==> config.mk <==
export PLATFORM = sky130hd
export DESIGN_NAME = raf_filter
export DESIGN_NICKNAME = d
export VERILOG_FILES = /design/src/hdl/raf_pkg.sv /design/src/hdl/raf_filter.sv
export VERILOG_INCLUDE_DIRS = /design/src /design/src/hdl
export SDC_FILE = /design/constraint.sdc
export NUM_CORES = 1
export LEC_CHECK = 0
export ABC_AREA = 1
export BUFFER_PORTS_ARGS = -buffer_cell sky130_fd_sc_hd__buf_2
export CAP_MARGIN = 30
export CORE_AREA = 2 2 198 200
export CTS_CLUSTER_SIZE = 28
export DETAILED_ROUTE_END_ITERATION = 10
export DIE_AREA = 0 0 200 202
export PLACE_DENSITY = 0.64
export SLEW_MARGIN = 20
export SYNTH_ARGS = -nofsm -noshare
export SYNTH_HDL_FRONTEND = slang
export SYNTH_SLANG_ARGS = --single-unit
==> constraint.sdc <==
create_clock -name clk -period 3.1 [get_ports clk]
set_input_delay 0.465 -clock clk [delete_from_list [all_inputs] [get_ports clk]]
set_output_delay 0.465 -clock clk [all_outputs]
set_load 0.01 [all_outputs]
==> src/hdl/raf_defines.svh <==
/*
  Register offsets, field positions and reset values of the receive
  address filter. Assumes a 32-bit register port with byte addresses.
*/
`ifndef RAF_DEFINES_SVH
`define RAF_DEFINES_SVH

`define RAF_OFS_CTRL    8'h00
`define RAF_OFS_SA1     8'h04
`define RAF_OFS_SA2     8'h08
`define RAF_OFS_SA3     8'h0C
`define RAF_OFS_HASHLO  8'h10
`define RAF_OFS_HASHHI  8'h14
`define RAF_OFS_STATUS  8'h18

`define RAF_BIT_PROMISC 3
`define RAF_BIT_MCALL   2
`define RAF_BIT_HASHEN  1
`define RAF_BIT_BCAST   0

`define RAF_CTRL_RST    4'h0
`define RAF_SA_RST      16'h0000
`define RAF_HASH_RST    64'h0000000000000000
`define RAF_BUF_DEPTH   2

`endif

==> src/hdl/raf_pkg.sv <==
/*
  Types shared by the receive address filter and its bench.
  Assumes the destination address arrives whole, first octet in [47:40].
*/
package raf_pkg;

  typedef struct packed {
    logic [47:0] dest;
  } raf_frame_t;

  typedef struct packed {
    logic [47:0] dest;
    logic        accept;
  } raf_verdict_t;

  typedef struct packed {
    logic promisc;
    logic mcAll;
    logic hashEn;
    logic bcastEn;
  } raf_ctrl_t;

  typedef struct packed {
    raf_ctrl_t         ctrl;
    logic [15:0]       sa1;
    logic [15:0]       sa2;
    logic [15:0]       sa3;
    logic [63:0]       hash;
    raf_verdict_t [1:0] entry;
    logic [1:0]        count;
    logic              inReady;
    logic              outValid;
    logic [31:0]       rdData;
    logic [15:0]       accCnt;
    logic [15:0]       rejCnt;
  } raf_state_t;

endpackage

==> src/hdl/raf_filter.sv <==
/*
  Destination-address filter of a MAC receiver: judges each frame's
  destination address and hands the verdict on through a two-entry buffer.
  Assumes one clock, registers on a plain strobe port, and a consumer
  that may stall by holding outReady low.
*/
// Local design decisions: the plain strobed port and the placing of the registers.
// Operation
// - Control bit 3 set accepts every frame; clear applies address filtering.
// - Control bit 2 set accepts every multicast frame except broadcast, which follows control bit 0.
// - Control bit 1 enables hash-table multicast filtering; cleared disables it.
// - Control bit 0 set accepts all broadcast destination frames.
// - Unicast must match all six octets, first octet against word three.
`timescale 1ns/1ps
`include "raf_defines.svh"

module raf_filter #(
  parameter int ADDR_W = 8
) (
  // Clock and reset
  input  wire logic                clk,
  input  wire logic                sys_rst,
  // Register port
  input  wire logic [ADDR_W-1:0]   regAddr,
  input  wire logic [31:0]         regWrData,
  input  wire logic                regWr,
  input  wire logic                regRd,
  output      logic [31:0]         regRdData,
  // Incoming destination addresses
  input  wire logic                rxValid,
  input  wire raf_pkg::raf_frame_t rxFrame,
  output      logic                rxReady,
  // Verdicts towards the receive FIFO
  output      logic                outValid,
  output raf_pkg::raf_verdict_t    outVerdict,
  input  wire logic                outReady
);
  import raf_pkg::*;

  raf_state_t  st;
  raf_state_t  next_st;
  logic [47:0] stationAddr;
  logic [5:0]  hashIdx;
  logic        isBcast;
  logic        isMcast;
  logic        isUcast;
  logic        ucMatch;
  logic        hashHit;
  logic        accept;
  logic        push;
  logic        pop;

  // Octet six of word three is the first octet on the wire
  assign stationAddr = {st.sa3[7:0], st.sa3[15:8], st.sa2[7:0],
                        st.sa2[15:8], st.sa1[7:0], st.sa1[15:8]};

  // Hash index folds the address; each index bit xors every sixth bit
  for (genvar b = 0; b < 6; b++) begin : g_hash
    assign hashIdx[b] = ^{rxFrame.dest[b], rxFrame.dest[b+6],
                          rxFrame.dest[b+12], rxFrame.dest[b+18],
                          rxFrame.dest[b+24], rxFrame.dest[b+30],
                          rxFrame.dest[b+36], rxFrame.dest[b+42]};
  end

  assign isBcast = &rxFrame.dest;
  assign isMcast = rxFrame.dest[40] && !isBcast;
  assign isUcast = !rxFrame.dest[40];
  assign ucMatch = (rxFrame.dest == stationAddr);
  assign hashHit = st.hash[hashIdx];

  always_comb begin
    accept = 1'b0;
    if (st.ctrl.promisc) begin
      accept = 1'b1;
    end else if (isBcast) begin
      accept = st.ctrl.bcastEn;
    end else if (isMcast) begin
      accept = st.ctrl.mcAll || (st.ctrl.hashEn && hashHit);
    end else begin
      accept = ucMatch;
    end
  end

  assign push = rxValid && st.inReady;
  assign pop  = (st.count != 2'd0) && outReady;

  always_comb begin
    next_st = st;
    // Register writes
    if (regWr) begin
      if (regAddr == `RAF_OFS_CTRL) begin
        next_st.ctrl = raf_ctrl_t'(regWrData[3:0]);
      end else if (regAddr == `RAF_OFS_SA1) begin
        next_st.sa1 = regWrData[15:0];
      end else if (regAddr == `RAF_OFS_SA2) begin
        next_st.sa2 = regWrData[15:0];
      end else if (regAddr == `RAF_OFS_SA3) begin
        next_st.sa3 = regWrData[15:0];
      end else if (regAddr == `RAF_OFS_HASHLO) begin
        next_st.hash[31:0] = regWrData;
      end else if (regAddr == `RAF_OFS_HASHHI) begin
        next_st.hash[63:32] = regWrData;
      end
    end
    // Read data stands only in the cycle after the strobe
    next_st.rdData = 32'h00000000;
    if (regRd) begin
      if (regAddr == `RAF_OFS_CTRL) begin
        next_st.rdData = {28'h0000000, st.ctrl};
      end else if (regAddr == `RAF_OFS_SA1) begin
        next_st.rdData = {16'h0000, st.sa1};
      end else if (regAddr == `RAF_OFS_SA2) begin
        next_st.rdData = {16'h0000, st.sa2};
      end else if (regAddr == `RAF_OFS_SA3) begin
        next_st.rdData = {16'h0000, st.sa3};
      end else if (regAddr == `RAF_OFS_HASHLO) begin
        next_st.rdData = st.hash[31:0];
      end else if (regAddr == `RAF_OFS_HASHHI) begin
        next_st.rdData = st.hash[63:32];
      end else if (regAddr == `RAF_OFS_STATUS) begin
        next_st.rdData = {st.rejCnt, st.accCnt};
      end
    end
    // Two-entry buffer, head in entry 0
    if (pop) begin
      next_st.entry[0] = st.entry[1];
    end
    if (push) begin
      next_st.entry[st.count - {1'b0, pop}] = '{dest: rxFrame.dest,
                                                accept: accept};
      if (accept) begin
        next_st.accCnt = st.accCnt + 16'h0001;
      end else begin
        next_st.rejCnt = st.rejCnt + 16'h0001;
      end
    end
    next_st.count = st.count + {1'b0, push} - {1'b0, pop};
    // Ready is registered from the next count, so it is withheld while the buffer holds two entries and until the first clock after reset
    next_st.inReady = (next_st.count != 2'd2);
    // Kept as its own flop so the output does not decode the count
    next_st.outValid = (next_st.count != 2'd0);
  end

  always_ff @(posedge clk) begin
    if (sys_rst) begin
      st.ctrl    <= raf_ctrl_t'(`RAF_CTRL_RST);
      st.sa1     <= `RAF_SA_RST;
      st.sa2     <= `RAF_SA_RST;
      st.sa3     <= `RAF_SA_RST;
      st.hash    <= `RAF_HASH_RST;
      st.entry   <= '0;
      st.count   <= 2'd0;
      st.inReady <= 1'b0;
      st.outValid <= 1'b0;
      st.rdData  <= 32'h00000000;
      st.accCnt  <= 16'h0000;
      st.rejCnt  <= 16'h0000;
    end else begin
      st <= next_st;
    end
  end

  assign regRdData  = st.rdData;
  assign rxReady    = st.inReady;
  assign outValid   = st.outValid;
  assign outVerdict = st.entry[0];

  a_promisc_accepts: assert property (
    @(posedge clk) disable iff (sys_rst)
    push && st.ctrl.promisc |=> st.accCnt == $past(st.accCnt) + 16'h0001)
    else $error("promiscuous frame not accepted");

  a_mcall_accepts: assert property (
    @(posedge clk) disable iff (sys_rst)
    rxValid && isMcast && st.ctrl.mcAll |-> accept)
    else $error("multicast rejected with accept-all set");

  a_hash_off_rejects: assert property (
    @(posedge clk) disable iff (sys_rst)
    rxValid && isMcast && !st.ctrl.promisc && !st.ctrl.mcAll
      && !st.ctrl.hashEn |-> !accept)
    else $error("multicast accepted with hash filtering off");

  a_bcast_follows: assert property (
    @(posedge clk) disable iff (sys_rst)
    rxValid && isBcast && !st.ctrl.promisc |-> accept == st.ctrl.bcastEn)
    else $error("broadcast verdict differs from enable bit");

  a_ucast_first_octet: assert property (
    @(posedge clk) disable iff (sys_rst)
    rxValid && isUcast && !st.ctrl.promisc
      && rxFrame.dest[47:40] != st.sa3[7:0] |-> !accept)
    else $error("unicast accepted with first octet mismatch");

  a_hash_gates: assert property (
    @(posedge clk) disable iff (sys_rst)
    rxValid && isMcast && !st.ctrl.promisc && !st.ctrl.mcAll
      && st.ctrl.hashEn |-> accept == hashHit)
    else $error("hash verdict differs from table bit");

  a_verdict_reaches: assert property (
    @(posedge clk) disable iff (sys_rst)
    push && st.count == 2'd0 |=> outValid
      && outVerdict.dest == $past(rxFrame.dest)
      && outVerdict.accept == $past(accept))
    else $error("verdict not presented after push into empty buffer");

  a_no_overflow: assert property (
    @(posedge clk) disable iff (sys_rst)
    st.count == 2'd2 |-> !st.inReady)
    else $error("ready high with buffer full");

  a_read_one_cycle: assert property (
    @(posedge clk) disable iff (sys_rst)
    !regRd |=> regRdData == 32'h00000000)
    else $error("read data stands beyond one cycle");

  a_stall_holds_verdict: assert property (
    @(posedge clk) disable iff (sys_rst)
    outValid && !outReady |=> outValid && $stable(outVerdict))
    else $error("verdict changed while stalled");

endmodule

* After elaboration in Yosys (flattened, before gate mapping) *
Index checks and enable logic that the tools add are counted.

operators by class
  add/sub/neg operators = 5
  $lt $le $gt $ge = 3
  shift operators = 0
  multipliers = 0
  reduce and logical (&&, ||, !) cells = 28
  equal/unequal tests = 8
  bitwise logic cells = 7
  multiplexer cells = 17
  div/mod/pow operators = 0

operators with widths
  kind                                                 count
  two-way mux 49 bit                                   3
  bitwise mux 98 bit                                   1
  two-way mux 32 bit                                   3
  demux 49 bit (select 1 bit)                          1
  == test 48 bit                                       1
  two-way mux 16 bit                                   3
  AND reduction 48 bit                                 1
  parity 8 bit                                         6
  adder 16 x 1 -> 16 bit (second input constant)       2
  == test 8 x 5 -> 1 bit (second input constant)       3
  == test 8 x 4 -> 1 bit (second input constant)       2
  == test 8 x 3 -> 1 bit (second input constant)       1
  zero test 8 bit                                      1
  < comparator 6 x 7 -> 1 bit (second input constant)  1
  inverter 1 bit                                       7
  AND reduction 7 bit                                  1
  binary-select mux 1 bit (select 6 bit)               1
  AND reduction 2 bit                                  3
  AND reduction 6 bit                                  1
  OR reduction 6 bit                                   1
  logical AND 1 bit                                    5
  AND reduction 5 bit                                  1
  two-way mux 1 bit                                    4
  two-way mux 4 bit                                    1
  12 further kinds                                     14

word-level totals
  memories kept = 0
  word-level logic and storage cells = 89
  bits in writable memories = 0
  input port bits = 94
  register bits = 282
  ROM bits = 0
  latch bits = 0

* Longest topological paths before layout *
Gate-level depths: netlist of run 1.

  depth in word-level cells = 10
  depth in mapped cells = 23

* Worst setup path before layout of run 1 *
OpenSTA, ideal clock, no wires.

  kind = input-to-reg
  from = input rxFrame[18] in the netlist's numbering
  to = register st[24] in the netlist's numbering
  slack = 0.616 ns
  data arrival time = 2.343 ns
  buffers on the path = 3
  stages on the path = 23
  cells stage by stage = clkbuf_2 > inv_1 > nand2_1 > nand2_1 > nand2_1 > nand2_1 > nand2_1 > nand2_1 > buf_2 > nand2_1 > nand3_1 > nand3_1 > nand3_1 > nand3_1 > nand3_1 > nand3_1 > nand2_1 > nand2_4 > nand2_8 > nand2_4 > buf_8 > nand2_1 > a21oi_2

between the ends
  cells in the longest elaborated chain, start to end = 9
  elaborated cells on any way between the ends = 13

RTL lines
  what                                     line               RTL
  from (decl)                              raf_filter.sv:31   input wire raf_pkg::raf_frame_t rxFrame,
  parity 8 bit                             raf_filter.sv:59   assign hashIdx[b] = ^{rxFrame.dest[b], rxFrame.dest[b+6],
  binary-select mux 1 bit (select 6 bit)   raf_filter.sv:69   assign hashHit = st.hash[hashIdx];
  two-way mux 1 bit (not written as such)  raf_filter.sv:69
  logical AND 1 bit                        raf_filter.sv:78   accept = st.ctrl.mcAll || (st.ctrl.hashEn && hashHit);
  logical OR 1 bit                         raf_filter.sv:78
  two-way mux 1 bit                        raf_filter.sv:77   end else if (isMcast) begin
  two-way mux 1 bit *                      raf_filter.sv:75   end else if (isBcast) begin
  two-way mux 1 bit *                      raf_filter.sv:73   if (st.ctrl.promisc) begin
  AND reduction 2 bit (no line) *          -
  to (signal assigned)                     raf_filter.sv:159  st <= next_st;
  to (decl)                                raf_filter.sv:40   raf_state_t st;

Every way passes the cells marked *; elsewhere a longest branch is shown, timed or not. The select of a mux whose other input is x is not followed.
A chain may end at the register's enable or synchronous reset.

* Worst setup path after layout of run 1 *
  from = input rxFrame[26] in the netlist's numbering
  to = register st[10] in the netlist's numbering

between the ends
  cells in the longest elaborated chain, start to end = 10
  elaborated cells on any way between the ends = 14

RTL lines
  what                                     line
  parity 8 bit                             raf_filter.sv:59
  binary-select mux 1 bit (select 6 bit)   raf_filter.sv:69
  two-way mux 1 bit (not written as such)  raf_filter.sv:69
  logical AND 1 bit                        raf_filter.sv:78
  logical OR 1 bit                         raf_filter.sv:78
  two-way mux 1 bit                        raf_filter.sv:77
  two-way mux 1 bit *                      raf_filter.sv:75
  two-way mux 1 bit *                      raf_filter.sv:73
  inverter 1 bit (no line) *               -
  AND reduction 2 bit (no line) *          -

Marks and branches as above.

==> metrics.log, run 1 <==
INFO  metric dieArea = 40400 sq um
INFO  metric gp_congestion = ~0.93
INFO  metric power.share.switching = 0.309
INFO  metric critPathTopFamily = simple AND/OR/NAND/NOR gates
INFO  metric netlist_instances = 1920
INFO  metric antenna_found_initial = 2
INFO  metric regArea = 5650 sq um
INFO  metric hold_class = input pin to register
INFO  metric comb_power_share = 0.208
INFO  metric synth_seq_cells = 282
INFO  metric core.rowCount = 72
INFO  metric core_region_area = between 30000 and 40000 sq um
INFO  metric grt_pass1_wl = ~73000 um
INFO  metric drv.max_cap_violation_count = 0
INFO  metric ioPinCount = 177
INFO  metric finalWorstPathRequiredPeriod = ~2600 ps
INFO  metric required = roughly 3600 ps
INFO  metric synth_nets = 2019
INFO  metric post_synth_design_cell_area = 13900 sq um
INFO  metric postCtsSetupBuffers = 0
INFO  metric synth_ff_type = dfxtp_1
INFO  metric max_freq = 388 MHz
INFO  metric critical_path_peak_fanout = 16
INFO  metric yosys_warnings = 0
INFO  metric detailedRoute.firstPassIterationCount = 6
INFO  metric ctsLongestPathBuffers = 3
INFO  metric power.share.clock = 0.384
INFO  metric initial_drc_count = approximately 1100
INFO  metric worstSetupPathType = input pin to register
INFO  metric synthDistinctLibCells = 42
INFO  metric grt_max_degree = between 100 and 150
INFO  metric worst_path_max_delay_cell = xnor2_1
INFO  metric post-route-util = 0.419
INFO  metric fin_worst_hold_slack = 124 ps
INFO  metric hold_viol_final = 0
INFO  metric detail_route.wl_per_cell = ~19 um
INFO  metric critical_path.cell_chain = buf_2, nand2_1, nand2_1, xor2_2, xnor2_1, nand3_1, nand3_1, nand3_1, nand3_1, nand3_1, nand2_1, nand2_4, nand3_2, nand2_1, a21oi_1
INFO  metric dpl.hpwl = 34500 um
INFO  metric wl = 47700 um
INFO  metric power.static_leakage = 6.48 nW
INFO  metric grt_util_all_layers = 0.231
INFO  metric reg2reg_setup_slack = 710 ps
INFO  metric layout.filler_cells = 3952
INFO  metric vdd_drop_max = 0.441 mV
INFO  metric intPower = 7.19 mW
INFO  metric initial_util = 0.364
INFO  metric cell_area_after_placement = 14900 sq um
INFO  metric postCtsResizedCells = 0
INFO  metric postSynthAreaPerCell = between 7 and 8 sq um
INFO  metric dpl.cell_count = 2474
INFO  metric io_buffer_count = 176
INFO  metric cp_data_arrival_time = between 3000 and 4000 ps
INFO  metric drtAntennaViolNets = 0
INFO  metric sw_power = 3.22 mW
INFO  metric multi_input_area = 6760 sq um
INFO  metric slew-limit-headroom = 0.367
INFO  metric layout.cells.most_common_list = nand2_1, dfxtp_1, nor2_1
INFO  metric rsz_0062_raised_after_global_routing = no
INFO  metric cpMostUsedCell = nand3_1
INFO  metric async_reset_ff_frac = 0
INFO  metric worstSetupEndpointType = register
INFO  metric worstSkewPairLatency = about 600 ps
INFO  metric clock_transition_at_the_registers_of_the_reported_paths = approximately 60 ps
INFO  metric clock_sink_count = 282
INFO  metric fin_nets = around 2100
INFO  metric hold_buf_cts = 0
INFO  metric detailroute.via_count = 13500
INFO  metric number_of_global_route_vias_before_repair = 12600
INFO  metric clk_root_buffer_cell = clkbuf_16
INFO  metric fin_worst_skew = 29.9 ps
INFO  metric layout.cell_area.non_filler = between 15000 and 20000 sq um
INFO  metric run_status = finished clean
INFO  metric die-width = 200 um
INFO  metric post_synth_edffs = 0
INFO  metric ctsHtreeMaxLevel = 1
INFO  metric post_route_cells_drive_above_1_share = 0.157
INFO  metric instances_no_fill = 2534
INFO  metric cts-buffers-inserted = 31
INFO  metric tightestPinTransition = roughly 950 ps
INFO  metric setup_viol = 0
INFO  metric die_y = 202 um
INFO  metric sequential_share_of_power = 0.408
INFO  metric layout.cells.most_common = nand2_1
INFO  metric area_growth_synth_to_finish = 15.0%
INFO  metric yosysSeqAreaShare = 0.405
INFO  metric drc_errors = 0
INFO  metric post_drt_via_cell_ratio = between 5 and 6
INFO  metric power_density = 648 nW/um^2
INFO  metric timing.critical_path.buf_inv = 1
INFO  metric critical_path.max_stage_delay = around 760 ps
INFO  metric critical_path.startpoint_type = input pin
INFO  metric tritoncts = yes
INFO  metric final_max_slew_viol_count = 0
INFO  metric post-route-period-util = 0.830
INFO  metric total_power = 10.4 mW
INFO  metric globalRouteOverflowTotal = 0
-- kinds of logic (layout without fill, tap and decap cells) --
family | after synthesis | after routing | synth area share
AOI/OAI and AO/OA | 466 | 466 | 0.197
xor gates and xnor gates | 84 | 84 | 0.0549
adders and majority gates | 5 | 5 | 0.00449
buffers and inverters | 330 | 425 | 0.113
DFF | 282 | 282 | 0.405
other | 0 | 1 | 0
and+or+nand+nor | 753 | 753 | 0.226
-- state kept, by name (all words and copies together) (netlist names) --
register and flops:
outValid 1, rxReady 1, regRdData 32, st 199
outVerdict 49
-- area by class of cell --
class	count	share of cell area
multi-input combinational	1308	0.421
sequential	282	0.352
timing repair buffer	230	0.0857
clock buffer	40	0.0536
tap	518	0.0404
inverter	137	0.0321
clock inverter	18	0.0152
antenna	1	0.000156
-- Yosys cell counts, drive strengths merged (11+ instances only) --
cell	n	area share
a211oi	17	0.0091
a21oi	186	0.070
a311oi	48	0.030
a41oi	11	0.0069
buf	97	0.050
clkbuf	96	0.026
dfxtp	282	0.40
inv	131	0.035
nand2	381	0.10
nand3	93	0.034
nand4	36	0.016
nor2	210	0.057
nor3	11	0.0039
nor4	11	0.0049
o21ai	173	0.062
o221ai	16	0.010
xnor2	55	0.035
xor2	29	0.020
-- metal layers --
layer	part of all wire	global-route usage
met4	0.030	0.0754
met1	0.44	0.322
met2	0.45	0.364
met5	0.00034	0
met3	0.080	0.0354
-- final timing paths --
path / cells after the start / start / end
max reg2reg: 11 / st[233]$_SDFFE_PP0P_ / st[10]$_SDFFE_PP0P_
max: 15 / rxFrame[26] / st[10]$_SDFFE_PP0P_
min: 3 / regWrData[23] / st[221]$_SDFFE_PP0P_
min reg2reg: 2 / st[144]$_SDFFE_PP0P_ / outVerdict[27]$_SDFF_PP0_
-- worst min-delay path, cell delays in order --
cell and delay (ps):
buf_2 90, nor2_1 40, nor2_1 80
-- metrics by stage --
step           worst slack [ps]  setup TNS, ps
6_report                    526              0
5_1_grt                     356              0
4_1_cts                     555              0
3_5_place_dp              -57.5           -757
3_3_place_gp               69.3              0
2_1_floorplan               616              0
-- power groups by stage --
| stage | Sequential, mW | Combinational [mW] | Clock [mW] |
|---|---|---|---|
| finish | 4.24 | 2.17 | 3.99 |
| floorplan | 4.26 | 1.62 | 0 |
| CTS | 4.24 | 2.16 | 4.06 |
| global route | 4.29 | 2.40 | 4.20 |
| global placement | 4.31 | 2.12 | 0 |
| detailed placement | 4.32 | 2.15 | 0 |
Power figures use the tool's default switching activity.
==> inputs of run 2 (changes only) <==
--- a/config.mk
+++ b/config.mk
@@ -13,7 +13,7 @@
 export CTS_CLUSTER_SIZE = 28
 export DETAILED_ROUTE_END_ITERATION = 10
 export DIE_AREA = 0 0 200 202
-export PLACE_DENSITY = 0.64
+export PLACE_DENSITY = 0.66
 export SLEW_MARGIN = 20
 export SYNTH_ARGS = -nofsm -noshare
 export SYNTH_HDL_FRONTEND = slang
==> constraint.sdc (replaced) <==
create_clock -name clk -period 2.25 [get_ports clk]
set_input_delay 0.3375 -clock clk [delete_from_list [all_inputs] [get_ports clk]]
set_output_delay 0.3375 -clock clk [all_outputs]
set_load 0.01 [all_outputs]
==> run 2 against run 1 <==
Effect of this change: the run now ends with negative setup slack left; global-route usage increased by 0.37 points; count of clock-buffer cells in the layout increased by 3; critical path depth is 3 lower; critical endpoint is now st[18]$_SDFFE_PP0P_.
==> metrics.log, run 2 (same netlist as run 1, synthesis figures left out) <==
INFO  metric dieArea = 40400 sq um (unchanged)
INFO  metric initial_util = 0.364 (unchanged)
INFO  metric power.static_leakage = 7.12 nW (was 6.48 nW)
INFO  metric core_region_area = 38300 sq um (unchanged)
INFO  metric layout.cell_area.non_filler = 17200 sq um (was 16000 sq um)
INFO  metric antenna_found_initial = 4 (was 2)
INFO  metric hold_viol_final = 0 (unchanged)
INFO  metric wl = 48500 um (was 47700 um)
INFO  metric tightestPinTransition = 805 ps (was 949 ps)
INFO  metric dpl.cell_count = 2590 (was 2474)
INFO  metric die_y = 202 um (unchanged)
INFO  metric clock_sink_count = 282 (unchanged)
INFO  metric violations_in_the_final_reports = negative setup slack
INFO  metric multi_input_area = 6970 sq um (was 6760 sq um)
INFO  metric layout.filler_cells = 3843 (was 3952)
INFO  metric setup_slack = -75.7 ps (was 526 ps)
INFO  metric fin_nets = 2216 (was 2089)
INFO  metric critical_path.startpoint_type = register (was input pin)
INFO  metric post_drt_via_cell_ratio = 5.29 (was 5.32)
INFO  metric power.share.switching = 0.316 (was 0.309)
INFO  metric rsz_0062_raised_after_global_routing = yes (was no)
INFO  metric dpl.hpwl = 35100 um (was 34500 um)
INFO  metric drtAntennaViolNets = 0 (unchanged)
INFO  metric area_growth_synth_to_finish = 23.5% (was 15.0%)
INFO  metric setup-tns-final = -1480 ps (was 0 ps)
INFO  metric cpMostUsedCell = nand2_8 (was nand3_1)
INFO  metric worstSkewPairLatency = 570 ps (was 600 ps)
INFO  metric critical_path.cell_chain = inv_1, nand2_1, nand4_1, nor4_2, nand4_1, a21oi_2, buf_6, nand2_8, nand2_8, nand2_8, nand2_1, a21oi_1 (was buf_2, nand2_1, nand2_1, xor2_2, xnor2_1, nand3_1, nand3_1, nand3_1, nand3_1, nand3_1, nand2_1, nand2_4, nand3_2, nand2_1, a21oi_1)
INFO  metric hold_depth = 3 (unchanged)
INFO  metric grt_pass1_wl = 74500 um (was 72500 um)
INFO  metric cts-buffers-inserted = 31 (unchanged)
INFO  metric grt_max_degree = 148 (was 144)
INFO  metric sw_power = 4.43 mW (was 3.22 mW)
INFO  metric power.share.clock = 0.350 (was 0.384)
INFO  metric final_max_slew_viol_count = 0 (unchanged)
INFO  metric power_density = 815 nW/um^2 (was 648 nW/um^2)
INFO  metric intPower = 9.61 mW (was 7.19 mW)
INFO  metric globalRouteOverflowTotal = 0 (unchanged)
INFO  metric fin_worst_skew = 11.9 ps (was 29.9 ps)
INFO  metric post-route-period-util = 1.03
INFO  metric regArea = 5650 sq um (about the same)
INFO  metric finalWorstPathRequiredPeriod = 2330 ps
INFO  metric post-route-util = 0.450 (was 0.419)
INFO  metric instances_no_fill = 2658 (was 2534)
INFO  metric worst_path_max_delay_cell = nor4_2 (was xnor2_1)
INFO  metric detailedRoute.firstPassIterationCount = 6 (unchanged)
INFO  metric required = 2680 ps (was 3610 ps)
INFO  metric io_buffer_count = 176 (unchanged)
INFO  metric setup_viol = 26 (was 0)
INFO  metric critical_path.max_stage_delay = 340 ps (was 760 ps)
INFO  metric post_route_cells_drive_above_1_share = 0.224 (was 0.157)
INFO  metric holdCritStartpoint = regWrData[30] (was regWrData[23])
INFO  metric layout.cells.most_common_list = nand2_1, dfxtp_1, nor2_1 (unchanged)
INFO  metric clock_transition_at_the_registers_of_the_reported_paths = 60 ps (about the same)
INFO  metric largest_register = st (unchanged)
INFO  metric ctsLongestPathBuffers = 3 (unchanged)
INFO  metric comb_power_share = 0.232 (was 0.208)
INFO  metric sequential_share_of_power = 0.419 (was 0.408)
INFO  metric die-width = 200 um (unchanged)
INFO  metric worstSetupEndpointType = register (unchanged)
INFO  metric worst_r2r_startpoint = st[265]$_SDFFE_PP0P_ (was st[233]$_SDFFE_PP0P_)
INFO  metric ioPinCount = 177 (unchanged)
INFO  metric run_status = complete, but fails checks (was finished clean)
INFO  metric max_freq = about 430 MHz
INFO  metric detail_route.wl_per_cell = 18.3 um (was 18.8 um)
INFO  metric tritoncts = yes (unchanged)
INFO  metric critPathLaunch = st[265]$_SDFFE_PP0P_ (was rxFrame[26])
INFO  metric drv.max_cap_violation_count = 0 (unchanged)
INFO  metric core.rowCount = 72 (unchanged)
INFO  metric initial_drc_count = 1183 (was 1111)
INFO  metric number_of_global_route_vias_before_repair = 13300 (was 12600)
INFO  metric critical_path_peak_fanout = 16 (unchanged)
INFO  metric largest_reg_flops = 199 (unchanged)
INFO  metric worstSetupPathType = register to register (was input pin to register)
INFO  metric vdd_drop_max = 0.595 mV (was 0.441 mV)
INFO  metric detailroute.via_count = 14100 (was 13500)
INFO  metric slew-limit-headroom = 0.460 (was 0.367)
INFO  metric layout.cells.most_common = nand2_1 (unchanged)
INFO  metric gp_congestion = 0.954 (was 0.931)
INFO  metric cp_data_arrival_time = 2750 ps (was 3090 ps)
INFO  metric drc_errors = 0 (unchanged)
INFO  metric clk_root_buffer_cell = clkbuf_16 (unchanged)
INFO  metric grt_util_all_layers = 0.235 (was 0.231)
INFO  metric ctsHtreeMaxLevel = 1 (unchanged)
INFO  metric hold_class = input pin to register (unchanged)
INFO  metric cell_area_after_placement = 15900 sq um (was 14900 sq um)
INFO  metric reg2regPathDepth = 12 (was 11)
run 2: critical path: cells and delay by family, from the launching register on:
kind	cells	cell delay [ps]
compound gates	2	260
buf+inv	2	250
flops	1	320
simple gates	8	1330
run 2: through the flow:
stage	hold slack [ps]	power, mW	worst slack, ps
after floorplan	444	8.15	-50.5
after global placement	467	9.03	-609
after CTS	2.55	14.0	-77.8
after global routing	25.1	14.7	-194
after detailed placement	473	9.07	-648
final	16.7	14.0	-75.7
run 2: layout make-up:
type	instances	area share
multi-input cells	1310	0.405
flip-flops and latches	282	0.328
repair buffers	355	0.143
clock buffers	43	0.0505
well taps	518	0.0376
inverters	137	0.0299
clock inverters	12	0.00588
diodes	1	0.000145
run 2: power by group through the flow:
stage          registers, mW  clock network (mW)  logic, mW
2_1_floorplan           5.87                   0       2.28
3_3_place_gp            5.98                   0       3.04
3_5_place_dp            5.99                   0       3.09
4_1_cts                 5.88                4.99       3.13
5_1_grt                 5.94                5.18       3.56
6_report                5.88                4.91       3.25
run 2: metal layers:
layer  routed length (um)  global-route usage  share of wire
met1                21400               0.322           0.44
met2                22000               0.369           0.45
met3                 3510              0.0420          0.072
met4                 1640              0.0812          0.034
met5                   34                   0        0.00070
run 2: path summary, 6_finish.rpt:
kind	to	slack [ps]
setup reg to reg	st[18]$_SDFFE_PP0P_	-80
hold reg to reg	outVerdict[39]$_SDFF_PP0_	470
setup / recovery	st[18]$_SDFFE_PP0P_	-80
hold / removal	st[196]$_SDFFE_PP0P_	20
run 2: timing repair:
action,4_1_cts,5_1_grt
resized for setup,15,36
hold buffers,3,0
setup endpoints to repair,32,115
setup buffers,3,2
gates cloned,1,3
pin swaps,9,7
hold endpoints to repair,4,0
